**src/olmpc_defs.svh**
```systemverilog
// Register offsets, field positions, reset values and timing counts for the one-line port configuration block
`ifndef OLMPC_DEFS_SVH
`define OLMPC_DEFS_SVH
`define OLMPC_ADDR_SPEED 8'h03
`define OLMPC_ADDR_FORMAT 8'h04
`define OLMPC_ADDR_ROLE 8'h05
`define OLMPC_ADDR_STATUS 8'h06
`define OLMPC_ADDR_MEASURE 8'h07
`define OLMPC_CODEC_FM_LSB 6
`define OLMPC_AUX_FM_LSB 4
`define OLMPC_ADC_SEL_LSB 2
`define OLMPC_CFG_LSB 0
`define OLMPC_DIF_LSB 5
`define OLMPC_ADC_OL_LSB 3
`define OLMPC_DAC_OL_LSB 1
`define OLMPC_CODEC_MS_BIT 7
`define OLMPC_AUX_MS_BIT 6
`define OLMPC_EXT_CLK_BIT 5
`define OLMPC_SPEED_RST 8'h00
`define OLMPC_FORMAT_RST 8'h00
`define OLMPC_ROLE_RST 8'h00
`define OLMPC_RATIO_TOL 10'h004
`endif

```
**src/olmpc_pkg.sv**
```systemverilog
// Types for the one-line port configuration block
`default_nettype none
package olmpc_pkg;
  typedef enum logic [1:0] {OLMPC_OL_NONE, OLMPC_OL_ONE, OLMPC_OL_TWO, OLMPC_OL_BAD} olmpc_ol_t;
  typedef enum logic [1:0] {OLMPC_SPD_SINGLE, OLMPC_SPD_DOUBLE, OLMPC_SPD_QUAD, OLMPC_SPD_BAD} olmpc_spd_t;
  typedef struct packed {
    logic [1:0] codec_ratio; // 0:64 1:128 2:256 Fs
    logic [1:0] aux_ratio;
    logic [2:0] codec_speeds; // Allowed speeds bit per olmpc_spd_t
    logic valid;
  } olmpc_plan_t;
  typedef struct packed {
    logic codec_out_adc;
    logic aux_out_adc;
    logic aux_out_spdif;
    logic fixed_format;
  } olmpc_route_t;
endpackage
`default_nettype wire

```
**src/olmpc_clk_meter.sv**
```systemverilog
// Counts bit clock edges per frame clock period of a sampled link clock pair
`timescale 1ns/1ns
`default_nettype none
module olmpc_clk_meter (
  input wire logic ref_clk_i, // System clock
  input wire logic reset_i, // Async reset, active high
  input wire logic bit_clk_i, // Bit clock pin
  input wire logic frame_clk_i, // Frame clock pin
  output logic [9:0] bits_per_frame_o, // Bit clocks in last frame
  output logic frame_done_o // Pulse at frame start
);
  logic [1:0] bit_sync_ff;
  logic [1:0] frame_sync_ff;
  logic bit_prev_ff;
  logic frame_prev_ff;
  logic [9:0] bit_cnt_ff;
  // Second stage only feeds edge detection; first stage is never read elsewhere
  always_ff @(posedge ref_clk_i or posedge reset_i) begin
    if (reset_i) begin
      bit_sync_ff <= 2'h0;
      frame_sync_ff <= 2'h0;
      bit_prev_ff <= 1'h0;
      frame_prev_ff <= 1'h0;
    end else begin
      bit_sync_ff <= {bit_sync_ff[0], bit_clk_i};
      frame_sync_ff <= {frame_sync_ff[0], frame_clk_i};
      bit_prev_ff <= bit_sync_ff[1];
      frame_prev_ff <= frame_sync_ff[1];
    end
  end
  wire logic bit_rise = bit_sync_ff[1] & ~bit_prev_ff;
  wire logic frame_rise = frame_sync_ff[1] & ~frame_prev_ff;
  always_ff @(posedge ref_clk_i or posedge reset_i) begin
    if (reset_i) begin
      bit_cnt_ff <= 10'h000;
      bits_per_frame_o <= 10'h000;
      frame_done_o <= 1'h0;
    end else begin
      frame_done_o <= frame_rise;
      if (frame_rise) begin
        bits_per_frame_o <= bit_cnt_ff + {9'h000, bit_rise};
        bit_cnt_ff <= 10'h000;
      end else if (bit_rise && bit_cnt_ff != 10'h3ff) begin
        bit_cnt_ff <= bit_cnt_ff + 10'h001;
      end
    end
  end
endmodule // olmpc_clk_meter
`default_nettype wire

```
**src/olmpc_top.sv**
```systemverilog
// Function
// - Config one carries 8 DAC, 6 ADC, 2 receiver channels; 24-bit at 48 kHz.
// - Config one, select 00: ADC on codec output, receiver on aux output.
// - Format field applies only outside one-line modes; otherwise mode fixes format.
// - No one-line mode: codec and aux bit clocks 64 Fs, any speed.
// - Config one, mode 1 without mode 2: codec 128 Fs, single/double, aux 64 Fs.
// - Config one ADC mode 2: codec 256 Fs, single; DAC none or mode 2.
// - Config two carries no receiver data; 20-bit at 96 kHz.
// - Select 10: ADC data on aux output with aux clocks, no receiver data.
// - Config two, ADC mode 1, DAC none: codec 64 Fs single/double, aux 128 Fs.
// - Config two, both mode 1: codec and aux 128 Fs, single speed.
// - Config two ADC mode 2 only with DAC none: aux 256, codec 64, single.
// - Config three: 8 DAC, 6 ADC, 2 receiver, 20-bit at 48 kHz, no mode 2.
// - Config three, select 00: ADC on codec output and clocks, receiver on aux.
// - Config three, any mode 1: codec 128 Fs single only, aux 64 Fs.
// - Single speed 32-48 kHz, double 64-96 kHz, quad 176.4-192 kHz.
`timescale 1ns/1ns
`default_nettype none
`include "olmpc_defs.svh"
module olmpc_top import olmpc_pkg::*; (
  input wire logic ref_clk_i, // 125 MHz system clock
  input wire logic reset_i, // Async reset, active high
  input wire logic [7:0] reg_addr_i, // Register address
  input wire logic [7:0] reg_wdata_i, // Write data
  input wire logic reg_wr_i, // Write strobe
  input wire logic reg_rd_i, // Read strobe
  output logic [7:0] reg_rdata_o, // Read data, cycle after strobe
  input wire logic codec_port_bit_clock_i, // Codec port bit clock pin
  input wire logic codec_port_frame_clock_i, // Codec port frame clock pin
  input wire logic aux_port_bit_clock_i, // Aux port bit clock pin
  input wire logic aux_port_frame_clock_i, // Aux port frame clock pin
  input wire logic adc_data_i, // Serialised ADC stream
  input wire logic spdif_data_i, // Serialised receiver stream
  output logic codec_port_serial_out_o, // Codec serial output
  output logic aux_port_serial_out_o, // Aux serial output
  output logic config_valid_o, // Programmed combination is legal
  output logic clock_error_o // Measured clock ratio disagrees
);
  logic [7:0] speed_ff;
  logic [7:0] format_ff;
  logic [7:0] role_ff;
  logic [1:0] adc_sync_ff;
  logic [1:0] spdif_sync_ff;
  logic [9:0] codec_bits;
  logic [9:0] aux_bits;
  logic codec_frame;
  logic aux_frame;
  logic codec_bad_ff;
  logic aux_bad_ff;
  olmpc_plan_t plan;
  olmpc_route_t route;
  ////////////////////////////////////////////////////////////////////////////
  wire logic [1:0] codec_fm = speed_ff[`OLMPC_CODEC_FM_LSB +: 2];
  wire logic [1:0] aux_fm = speed_ff[`OLMPC_AUX_FM_LSB +: 2];
  wire logic [1:0] adc_sel = speed_ff[`OLMPC_ADC_SEL_LSB +: 2];
  wire logic [1:0] cfg = speed_ff[`OLMPC_CFG_LSB +: 2]; // 0..2 mean configs one..three
  wire logic [2:0] dif = format_ff[`OLMPC_DIF_LSB +: 3];
  wire olmpc_ol_t adc_ol = olmpc_ol_t'(format_ff[`OLMPC_ADC_OL_LSB +: 2]);
  wire olmpc_ol_t dac_ol = olmpc_ol_t'(format_ff[`OLMPC_DAC_OL_LSB +: 2]);
  wire logic codec_ms = role_ff[`OLMPC_CODEC_MS_BIT];
  wire logic aux_ms = role_ff[`OLMPC_AUX_MS_BIT];
  wire logic ext_clk = role_ff[`OLMPC_EXT_CLK_BIT];
  ////////////////////////////////////////////////////////////////////////////
  // Register write port
  always_ff @(posedge ref_clk_i or posedge reset_i) begin
    if (reset_i) begin
      speed_ff <= `OLMPC_SPEED_RST;
      format_ff <= `OLMPC_FORMAT_RST;
      role_ff <= `OLMPC_ROLE_RST;
    end else if (reg_wr_i) begin
      case (reg_addr_i)
        `OLMPC_ADDR_SPEED: speed_ff <= reg_wdata_i;
        `OLMPC_ADDR_FORMAT: format_ff <= reg_wdata_i;
        `OLMPC_ADDR_ROLE: role_ff <= {reg_wdata_i[7:5], 5'h00};
        default: ;
      endcase
    end
  end
  ////////////////////////////////////////////////////////////////////////////
  // Legal bit clock ratio and speed table per configuration and mode pair
  always_comb begin
    plan = '{codec_ratio: 2'h0, aux_ratio: 2'h0, codec_speeds: 3'h7, valid: 1'h1};
    if (adc_ol == OLMPC_OL_BAD || dac_ol == OLMPC_OL_BAD || cfg == 2'h3) begin
      plan.valid = 1'h0;
    end else if (adc_ol == OLMPC_OL_NONE && dac_ol == OLMPC_OL_NONE) begin
      plan.valid = 1'h1;
    end else begin
      case (cfg)
        2'h0: begin
          if (adc_ol == OLMPC_OL_TWO && dac_ol != OLMPC_OL_ONE) begin
            plan.codec_ratio = 2'h2;
            plan.codec_speeds = 3'h1;
          end else if (dac_ol == OLMPC_OL_TWO) begin
            plan.valid = 1'h0;
          end else if (adc_ol == OLMPC_OL_TWO) begin
            plan.valid = 1'h0;
          end else begin
            plan.codec_ratio = 2'h1;
            plan.codec_speeds = 3'h3;
          end
        end
        2'h1: begin
          if (dac_ol == OLMPC_OL_TWO) begin
            plan.valid = 1'h0;
          end else if (adc_ol == OLMPC_OL_TWO) begin
            plan.valid = (dac_ol == OLMPC_OL_NONE);
            plan.aux_ratio = 2'h2;
            plan.codec_speeds = 3'h1;
          end else if (adc_ol == OLMPC_OL_ONE && dac_ol == OLMPC_OL_ONE) begin
            plan.codec_ratio = 2'h1;
            plan.aux_ratio = 2'h1;
            plan.codec_speeds = 3'h1;
          end else if (adc_ol == OLMPC_OL_ONE) begin
            plan.aux_ratio = 2'h1;
            plan.codec_speeds = 3'h3;
          end else begin
            plan.codec_ratio = 2'h1;
            plan.codec_speeds = 3'h1;
          end
        end
        2'h2: begin
          if (adc_ol == OLMPC_OL_TWO || dac_ol == OLMPC_OL_TWO) begin
            plan.valid = 1'h0;
          end else begin
            plan.codec_ratio = 2'h1;
            plan.codec_speeds = 3'h1;
          end
        end
        default: plan.valid = 1'h0;
      endcase
    end
  end
  ////////////////////////////////////////////////////////////////////////////
  // Routing of ADC and receiver data
  always_comb begin
    route = '{codec_out_adc: 1'h0, aux_out_adc: 1'h0, aux_out_spdif: 1'h0, fixed_format: 1'h0};
    route.fixed_format = (adc_ol != OLMPC_OL_NONE) || (dac_ol != OLMPC_OL_NONE);
    if (adc_sel == 2'h2) begin
      route.aux_out_adc = 1'h1;
    end else if (adc_sel == 2'h0 && cfg != 2'h1) begin
      route.codec_out_adc = 1'h1;
      route.aux_out_spdif = 1'h1;
    end
  end
  // Host-owned settings that the whole table depends on
  wire logic host_ok = (codec_fm == aux_fm) && (codec_fm != 2'h3) && codec_ms
    && (cfg != 2'h0 || (aux_ms && !ext_clk))
    && (cfg == 2'h0 || ext_clk)
    && (cfg != 2'h1 || aux_ms)
    && (cfg == 2'h1 ? adc_sel == 2'h2 : adc_sel == 2'h0);
  // Speed code 3 maps to a zero entry so the index never leaves the table
  wire logic [3:0] speed_map = {1'h0, plan.codec_speeds};
  wire logic speed_ok = speed_map[codec_fm];
  wire logic cfg_ok = plan.valid && host_ok && speed_ok;
  ////////////////////////////////////////////////////////////////////////////
  // Serial data synchronisers and output steering
  always_ff @(posedge ref_clk_i or posedge reset_i) begin
    if (reset_i) begin
      adc_sync_ff <= 2'h0;
      spdif_sync_ff <= 2'h0;
    end else begin
      adc_sync_ff <= {adc_sync_ff[0], adc_data_i};
      spdif_sync_ff <= {spdif_sync_ff[0], spdif_data_i};
    end
  end
  // Outputs are held low when invalid so the host never sees undefined streams
  always_ff @(posedge ref_clk_i or posedge reset_i) begin
    if (reset_i) begin
      codec_port_serial_out_o <= 1'h0;
      aux_port_serial_out_o <= 1'h0;
    end else begin
      codec_port_serial_out_o <= cfg_ok & route.codec_out_adc & adc_sync_ff[1];
      aux_port_serial_out_o <= cfg_ok & ((route.aux_out_adc & adc_sync_ff[1])
        | (route.aux_out_spdif & spdif_sync_ff[1]));
    end
  end
  ////////////////////////////////////////////////////////////////////////////
  // Bit clock ratio measurement
  olmpc_clk_meter u_codec_meter (
    .ref_clk_i(ref_clk_i),
    .reset_i(reset_i),
    .bit_clk_i(codec_port_bit_clock_i),
    .frame_clk_i(codec_port_frame_clock_i),
    .bits_per_frame_o(codec_bits),
    .frame_done_o(codec_frame)
  );
  olmpc_clk_meter u_aux_meter (
    .ref_clk_i(ref_clk_i),
    .reset_i(reset_i),
    .bit_clk_i(aux_port_bit_clock_i),
    .frame_clk_i(aux_port_frame_clock_i),
    .bits_per_frame_o(aux_bits),
    .frame_done_o(aux_frame)
  );
  function automatic logic ratio_off(input logic [9:0] bits, input logic [1:0] ratio);
    logic [9:0] want;
    want = 10'h040 << ratio;
    ratio_off = (bits + `OLMPC_RATIO_TOL < want) || (bits > want + `OLMPC_RATIO_TOL);
  endfunction
  always_ff @(posedge ref_clk_i or posedge reset_i) begin
    if (reset_i) begin
      codec_bad_ff <= 1'h0;
      aux_bad_ff <= 1'h0;
    end else begin
      if (codec_frame) codec_bad_ff <= ratio_off(codec_bits, plan.codec_ratio);
      if (aux_frame) aux_bad_ff <= ratio_off(aux_bits, plan.aux_ratio);
    end
  end
  always_ff @(posedge ref_clk_i or posedge reset_i) begin
    if (reset_i) begin
      config_valid_o <= 1'h0;
      clock_error_o <= 1'h0;
    end else begin
      config_valid_o <= cfg_ok;
      clock_error_o <= codec_bad_ff | aux_bad_ff;
    end
  end
  ////////////////////////////////////////////////////////////////////////////
  // Register read port
  always_ff @(posedge ref_clk_i or posedge reset_i) begin
    if (reset_i) begin
      reg_rdata_o <= 8'h00;
    end else if (reg_rd_i) begin
      case (reg_addr_i)
        `OLMPC_ADDR_SPEED: reg_rdata_o <= speed_ff;
        `OLMPC_ADDR_FORMAT: reg_rdata_o <= format_ff;
        `OLMPC_ADDR_ROLE: reg_rdata_o <= role_ff;
        `OLMPC_ADDR_STATUS: reg_rdata_o <= {(route.fixed_format ? 3'h0 : dif), route.fixed_format,
          codec_bad_ff, aux_bad_ff, speed_ok, cfg_ok};
        `OLMPC_ADDR_MEASURE: reg_rdata_o <= codec_bits[9:2];
        default: reg_rdata_o <= 8'h00;
      endcase
    end else begin
      reg_rdata_o <= 8'h00;
    end
  end
  ////////////////////////////////////////////////////////////////////////////
  cfg_two_aux_a: assert property (@(posedge ref_clk_i) disable iff (reset_i)
    (cfg == 2'h1 && cfg_ok) |=> !aux_port_serial_out_o || $past(adc_sync_ff[1]))
    else $error("config two put non-ADC data on aux output");
  codec_route_a: assert property (@(posedge ref_clk_i) disable iff (reset_i)
    codec_port_serial_out_o |-> $past(cfg_ok && adc_sel == 2'h0))
    else $error("codec output driven without ADC routing");
  sel10_codec_a: assert property (@(posedge ref_clk_i) disable iff (reset_i)
    (adc_sel == 2'h2) ##1 (adc_sel == 2'h2) |-> !codec_port_serial_out_o)
    else $error("codec output active with aux routing");
  dac_two_a: assert property (@(posedge ref_clk_i) disable iff (reset_i)
    (cfg != 2'h0 && dac_ol == OLMPC_OL_TWO) |=> !config_valid_o)
    else $error("DAC mode two accepted outside config one");
  cfg3_mode2_a: assert property (@(posedge ref_clk_i) disable iff (reset_i)
    (cfg == 2'h2 && adc_ol == OLMPC_OL_TWO) |=> !config_valid_o)
    else $error("mode two accepted in config three");
  speed_eq_a: assert property (@(posedge ref_clk_i) disable iff (reset_i)
    config_valid_o |-> $past(codec_fm == aux_fm))
    else $error("unequal speed fields accepted");
  mode2_single_a: assert property (@(posedge ref_clk_i) disable iff (reset_i)
    (adc_ol == OLMPC_OL_TWO && codec_fm != 2'h0) |=> !config_valid_o)
    else $error("mode two accepted above single speed");
  cfg1_mode1_a: assert property (@(posedge ref_clk_i) disable iff (reset_i)
    (cfg == 2'h0 && adc_ol == OLMPC_OL_ONE && (dac_ol == OLMPC_OL_NONE || dac_ol == OLMPC_OL_ONE))
    |-> plan.codec_ratio == 2'h1)
    else $error("config one mode one ratio wrong");
  cfg2_both1_a: assert property (@(posedge ref_clk_i) disable iff (reset_i)
    (cfg == 2'h1 && adc_ol == OLMPC_OL_ONE && dac_ol == OLMPC_OL_ONE) |-> plan.aux_ratio == 2'h1 && plan.codec_speeds == 3'h1)
    else $error("config two dual mode one wrong");
  valid_cv: cover property (@(posedge ref_clk_i) disable iff (reset_i) $rose(config_valid_o));
  aux_adc_cv: cover property (@(posedge ref_clk_i) disable iff (reset_i) route.aux_out_adc && cfg_ok);
  clkerr_cv: cover property (@(posedge ref_clk_i) disable iff (reset_i) $rose(clock_error_o));
endmodule // olmpc_top
`default_nettype wire

```
**config.mk**
```make
export PLATFORM = sky130hd
export DESIGN_NAME = olmpc_top
export DESIGN_NICKNAME = d
export VERILOG_FILES = /design/src/olmpc_pkg.sv /design/src/olmpc_clk_meter.sv /design/src/olmpc_top.sv
export VERILOG_INCLUDE_DIRS = /design/src
export SDC_FILE = /design/constraint.sdc
export NUM_CORES = 1
export LEC_CHECK = 0
export BUFFER_PORTS_ARGS = -buffer_cell sky130_fd_sc_hd__buf_2
export CELL_PAD_IN_SITES_DETAIL_PLACEMENT = 1
export CELL_PAD_IN_SITES_GLOBAL_PLACEMENT = 2
export CORE_ASPECT_RATIO = 1.2
export CORE_MARGIN = 5
export CORE_UTILIZATION = 32
export CTS_BUF_LIST = sky130_fd_sc_hd__clkbuf_16
export DETAILED_ROUTE_END_ITERATION = 8
export GPL_ROUTABILITY_DRIVEN = 0
export HOLD_SLACK_MARGIN = 0.06
export PLACE_DENSITY_LB_ADDON = 0.1
export SETUP_SLACK_MARGIN = 0.3
export SLEW_MARGIN = 40
export SYNTH_ARGS = -nofsm -noshare
export SYNTH_HDL_FRONTEND = slang
export SYNTH_SLANG_ARGS = --single-unit
export TNS_END_PERCENT = 20
```
**constraint.sdc**
```tcl
create_clock -name ref_clk_i -period 7.9 [get_ports ref_clk_i]
set_clock_uncertainty 0.05 [all_clocks]
set_input_delay 0.79 -clock ref_clk_i [delete_from_list [all_inputs] [get_ports ref_clk_i]]
set_output_delay 0.79 -clock ref_clk_i [all_outputs]
set_load 0.02 [all_outputs]
```
After elaboration in Yosys (flattened, before gate mapping):

Cells that the tools add are included.

* flip-flop bits (word level): 91
* input bits: 26
* word-level logic and storage cells: 156
* output and inout port bits: 12

* shift operators: 2
* magnitude comparators: 5
* reductions and logical operators: 37
* add/sub/neg operators: 8
* multiplexer cells: 42
* bitwise logic cells: 15
* equality and inequality tests: 21

Operators with widths (count)
* $add 10x3->10 const B: 4
* $mux 10: 4
* $pmux 8 s5: 1
* $eq 8x3->1 const B: 4
* $mux 7: 4
* $add 10x1->10: 2
* $add 10x1->10 const B: 2
* $gt 10x10->1: 2
* $lt 10x10->1: 2
* $ne 10x10->1 const B: 2
* $shl 7x2->10 const A: 2
* $mux 1: 18
* $logic_and 1x1->1: 15
* $mux 3: 5
* $eq 2x2->1 const B: 7
* $reduce_bool 2->1: 5
* $and 1x1->1: 9
* $logic_or 1x1->1: 9
* $pmux 3 s3: 1
* $eq 8x2->1 const B: 1
* $logic_not 2->1: 4
* $mux 2: 4
* $mux 8: 1
* $eq 2x1->1 const B: 3
* other kinds (12): 19

Logic depth before layout (Yosys ltp):

* depth after elaboration: 13
* depth in mapped cells: 11

Hierarchy:

Synthesis repeated with hierarchy kept, for this count alone.

* cells, all modules: 493
* area total of the unflattened synthesis: 5108.6 um^2

By module, submodules not included
* olmpc_clk_meter: cells an instance 125, area an instance 1305.0 um^2, sequential area each 675.6 um^2, instances 2
* olmpc_top: cells an instance 243, area an instance 2498.6 um^2, sequential area each 925.9 um^2, instances 1

Worst setup path after synthesis:

OpenSTA, ideal clock, no wires.

* kind: input-to-reg
* from: input reg_addr_i[5]
* to: register format_ff[0]
* arrival: 2.170 ns
* stages on the path: 5
* setup slack: 5.553 ns
* library setup time: 0.127 ns
* cells stage by stage: or4_1 -> nor2_4 -> and4b_1 -> buf_4 -> mux2_1

* longest elaborated chain between the ends: 2

Ends and longest elaborated chain
* start: declaration: line olmpc_top.sv:23 `input wire logic [7:0] reg_addr_i,`
* $eq 8x3->1: line olmpc_top.sv:71 `case (reg_addr_i)`
* $reduce_and 2->1 (no source line)
* end signal: assignment: line olmpc_top.sv:68 `` format_ff <= `OLMPC_FORMAT_RST; ``
* end signal: assignment: line olmpc_top.sv:73 `` `OLMPC_ADDR_FORMAT: format_ff <= reg_wdata_i; ``
* end: declaration: line olmpc_top.sv:40 `logic [7:0] format_ff;`

No other way between the ends.
A chain may end at the register's enable or synchronous reset.

Worst setup path after layout:

* from: register speed_ff[0]
* to: register aux_bad_ff

* longest elaborated chain between the ends: 8
* elaborated cells between the ends (all ways): 11
* those cells by class: add/sub: 1; order compare: 2; eq/ne: 2; shift: 1; mux: 3; reduce/logical: 2

Ends and longest elaborated chain
* start: declaration: line olmpc_top.sv:39 `logic [7:0] speed_ff;`
* start signal: assignment: line olmpc_top.sv:67 `` speed_ff <= `OLMPC_SPEED_RST; ``
* start signal: assignment: line olmpc_top.sv:72 `` `OLMPC_ADDR_SPEED: speed_ff <= reg_wdata_i; ``
* $eq 2x1->1: line olmpc_top.sv:88 `case (cfg)`
* $mux 2: line olmpc_top.sv:88
* $mux 7: line olmpc_top.sv:85 `end else if (adc_ol == OLMPC_OL_NONE && dac_ol == OLMPC_OL_NONE) begin`
* $mux 7 (*): line olmpc_top.sv:83 `if (adc_ol == OLMPC_OL_BAD || dac_ol == OLMPC_OL_BAD || cfg == 2'h3) begin`
* $shl 7x2->10 (*): line olmpc_top.sv:197 `want = 10'h040 << ratio;`
* $add 10x3->10 (no source line)
* $gt 10x10->1 (no source line)
* $logic_or 1x1->1 (*): line olmpc_top.sv:198 `` ratio_off = (bits + `OLMPC_RATIO_TOL < want) || (bits > want + `OLMPC_RATIO_TOL); ``
* end signal: assignment: line olmpc_top.sv:206 `if (aux_frame) aux_bad_ff <= ratio_off(aux_bits, plan.aux_ratio);`
* end: declaration: line olmpc_top.sv:49 `logic aux_bad_ff;`

Mark *: on every way between the ends. The rest lies on a longest branch, timed or not.

==> impl_metrics.py <==
metrics = {
    "floorplan": {
        "core_sq_um": 14500,
        "die_w_microns": 121,
        "fp.dieArea_sq_um": 17400,
        "ios": 38,
        "rows": 48,
        "initial_core_util_pct": 32.8,
        "die_y_microns": 143,
    },
    "setup_path": {
        "required_ns": 8.06,
        "max_stage_delay_ns": 0.61,
        "startpoint_type": "flip-flop",
        "slowest_stage": "dfrtp_1",
        "worst_setup_path_end_kind": "flip-flop",
        "critPathMaxFanout": 14,
        "cp.arrival_ns": 2.72,
        "critPathKind": "flip-flop to flip-flop",
        "cp_cell_sequence": "inv_1 > nor3_1 > nand3b_1 > nand2_1 > ha_1 > o21ai_1 > nand2b_1 > a2111oi_0 > o221ai_1",
    },
    "place": {
        "post-place-ws_ns": 5.17,
        "placedCellCount": 684,
        "dpl.hpwl_microns": 8690,
        "portBuffers": 37,
    },
    "flow_run": {
        "maxCapViolCount": 0,
    },
    "logic_synthesis": {
        "synth.avg_cell_area_sq_um": 10.3,
        "synth_edf_count": 0,
        "synth.distinct_cells": 60,
        "ys_warn_count": 0,
        "synthCells": 462,
        "ys_ff_latch": 91,
        "synth-main-ff-cell": "dfrtp_1",
        "ys_seq_area_share_pct": 48.0,
        "async_reset_ff_share_pct": 100,
        "syn-cell-area_sq_um": 4750,
    },
    "run_status": {
        "status": "completed",
    },
    "power": {
        "peakVddDrop_uv": 102,
        "p_leak_nw": 2.46,
        "finalPower_mw": 1.05,
        "power_density_nw_per_um2": 194,
    },
    "drt": {
        "route.detailed.drc": 0,
        "vias": 3496,
        "wl_microns": 11500,
        "ant_nets": 0,
        "wl_per_cell_microns": 16.4,
        "drt-initial-drc-count": 154,
        "vias_per_cell": 4.99,
        "first_pass_iters": 4,
    },
    "clock_network": {
        "ctsResizeCount": 0,
        "cts_buffers": 9,
        "h-tree-depth": 3,
        "clock_sinks": 91,
        "cts.clk_slew.worst_paths_ns": 0.07,
        "root_buffer": "clkbuf_16",
        "cts_hold_buf": 0,
        "cts_setup_buffers": 0,
        "clk_path_buf_depth": 2,
        "cts_tree": "done",
        "clkLatencyLatePin_ns": 0.35,
    },
    "timing": {
        "hold_slack_ns": 0.300,
        "setup_ws_ns": 5.34,
        "finalCriticalPeriod_ns": 2.56,
        "timing.fmax_ghz": 0.391,
        "worstMarginPinSlew_ns": 0.684,
        "hold_viol_final": 0,
        "setup_viol": 0,
        "fin_tns_setup_ns": 0,
        "drv_slew": 0,
        "relSlewSlack_pct": 54.4,
        "rsz0062_at_grt": "no",
        "period_share_pct": 32.4,
    },
    "global_route": {
        "track_usage_pct": 14.1,
        "grt_pass1_wl_microns": 19500,
        "grt_max_degree": 67,
        "overflow": 0,
        "antenna_found_initial": 0,
        "grt_pass1_vias": 3764,
    },
    "final_layout": {
        "fin_nets": 543,
        "drive_gt1_share_pct": 12.0,
        "syn2layout_area_growth_pct": 14.2,
        "antenna_cells": 0,
        "layout.cells.non_filler": 700,
    },
    "min_path": {
        "worstHoldPathType": "flip-flop to flip-flop",
    },
}
cell families after synthesis:
kind of cell	synth area share, %
fa+ha+maj	5.80
buf+inv	2.90
compound gates	12.6
flops	48.0
xor+xnor	6.83
mux	6.25
simple gates	17.6
other cells	0.0790
flip-flops by register name (all words and copies together), names as in the netlist, 2 cells and up:
name,flops
u_aux_meter.bit_cnt_ff,10
reg_rdata_o,8
u_aux_meter.frame_sync_ff,2
u_codec_meter.bits_per_frame_o,10
u_aux_meter.bits_per_frame_o,10
role_ff,3
u_aux_meter.bit_sync_ff,2
format_ff,8
u_codec_meter.bit_cnt_ff,10
u_codec_meter.bit_sync_ff,2
u_codec_meter.frame_sync_ff,2
speed_ff,8
adc_sync_ff,2
spdif_sync_ff,2
per-stage QoR:
| step | utilization (%) | instance area [sq um] |
|---|---|---|
| finish | 37.5 | 5420 |
| global placement | 35.4 | 5120 |
| floorplan | - | 4760 |
| detailed placement | 35.4 | 5120 |
| CTS | 37.5 | 5420 |
| global route | 37.5 | 5420 |
routing by layer:
metal  part of all wire [%]  GRT usage (%)
met1                     42           16.4
met2                     53           25.7
met3                    2.5           2.60
met4                    1.7           5.55
met5                      0              0
synth_stat cells, drive strengths merged (2+ instances only):
master | number | area, sq um
a2111oi | 2 | 17.5
a21oi | 8 | 40.0
a22oi | 7 | 52.6
a2bb2oi | 3 | 26.3
a41oi | 3 | 33.8
and2 | 3 | 18.8
and3 | 7 | 43.8
and4 | 4 | 35.0
buf | 6 | 36.3
clkbuf | 13 | 48.8
dfrtp | 91 | 2280
ha | 22 | 275
inv | 14 | 52.6
mux2 | 21 | 236
mux2i | 6 | 60.1
nand2 | 50 | 188
nand2b | 7 | 43.8
nand3 | 14 | 75.1
nand3b | 4 | 30.0
nand4 | 9 | 56.3
nor2 | 36 | 143
nor2b | 8 | 50.1
nor3 | 5 | 25.0
nor3b | 3 | 22.5
nor4 | 2 | 12.5
o211ai | 3 | 22.5
o21a | 10 | 75.1
o21ai | 30 | 150
o221ai | 3 | 26.3
o22ai | 2 | 12.5
o2bb2ai | 2 | 17.5
o31ai | 2 | 15.0
or3 | 7 | 43.8
or3b | 2 | 17.5
xnor2 | 22 | 193
xor2 | 15 | 131
cells in the final DEF, fill, tap and decap left out, drive strengths merged, types with 6 or more instances in the layout:
| master | n |
|---|---|
| nand3 | 14 |
| nand2b | 7 |
| mux2i | 6 |
| nor2b | 8 |
| dfrtp | 91 |
| or3 | 7 |
| a22oi | 7 |
| inv | 17 |
| a21oi | 8 |
| mux2 | 21 |
| xor2 | 15 |
| o21ai | 30 |
| xnor2 | 22 |
| o21a | 10 |
| nand2 | 50 |
| nand4 | 9 |
| and3 | 7 |
| nor2 | 36 |
| buf | 38 |
| ha | 22 |
| clkbuf | 9 |
report_power, final:
group	internal [mW]	switching, mW
combinational	0.0377	0.0547
sequential	0.490	0.0273
clock	0.248	0.193
worst paths after layout:
path,startpoint,endpoint,slack (ns),depth (start not counted)
setup / recovery,speed_ff[0],aux_bad_ff,5.34,9
hold / removal,u_aux_meter.frame_sync_ff[0],u_aux_meter.frame_sync_ff[1],0.30,0
setup reg to reg,speed_ff[0],aux_bad_ff,5.34,9
hold reg to reg,u_aux_meter.frame_sync_ff[0],u_aux_meter.frame_sync_ff[1],0.30,0
max in group asynchronous,reset_i,format_ff[5],6.54,3
min in group asynchronous,reset_i,u_aux_meter.frame_sync_ff[0],0.36,2
cell type report:
cell class	instances	area, sq um
clock buffer	9	225
fill	1644	9050
timing repair buffer	38	196
inverter	14	55.1
clock inverter	7	75.1
tap	200	250
sequential	91	2280
multi-input combinational	341	2340
critical path: cells and delay by family, from the launching register on:
| family | cells | cell delay (ns) |
|---|---|---|
| buf+inv | 1 | 0.19 |
| flops | 1 | 0.61 |
| simple gates | 4 | 0.66 |
| compound gates | 3 | 0.66 |
| fa+ha+maj | 1 | 0.26 |
Power figures use the tool's default switching activity.
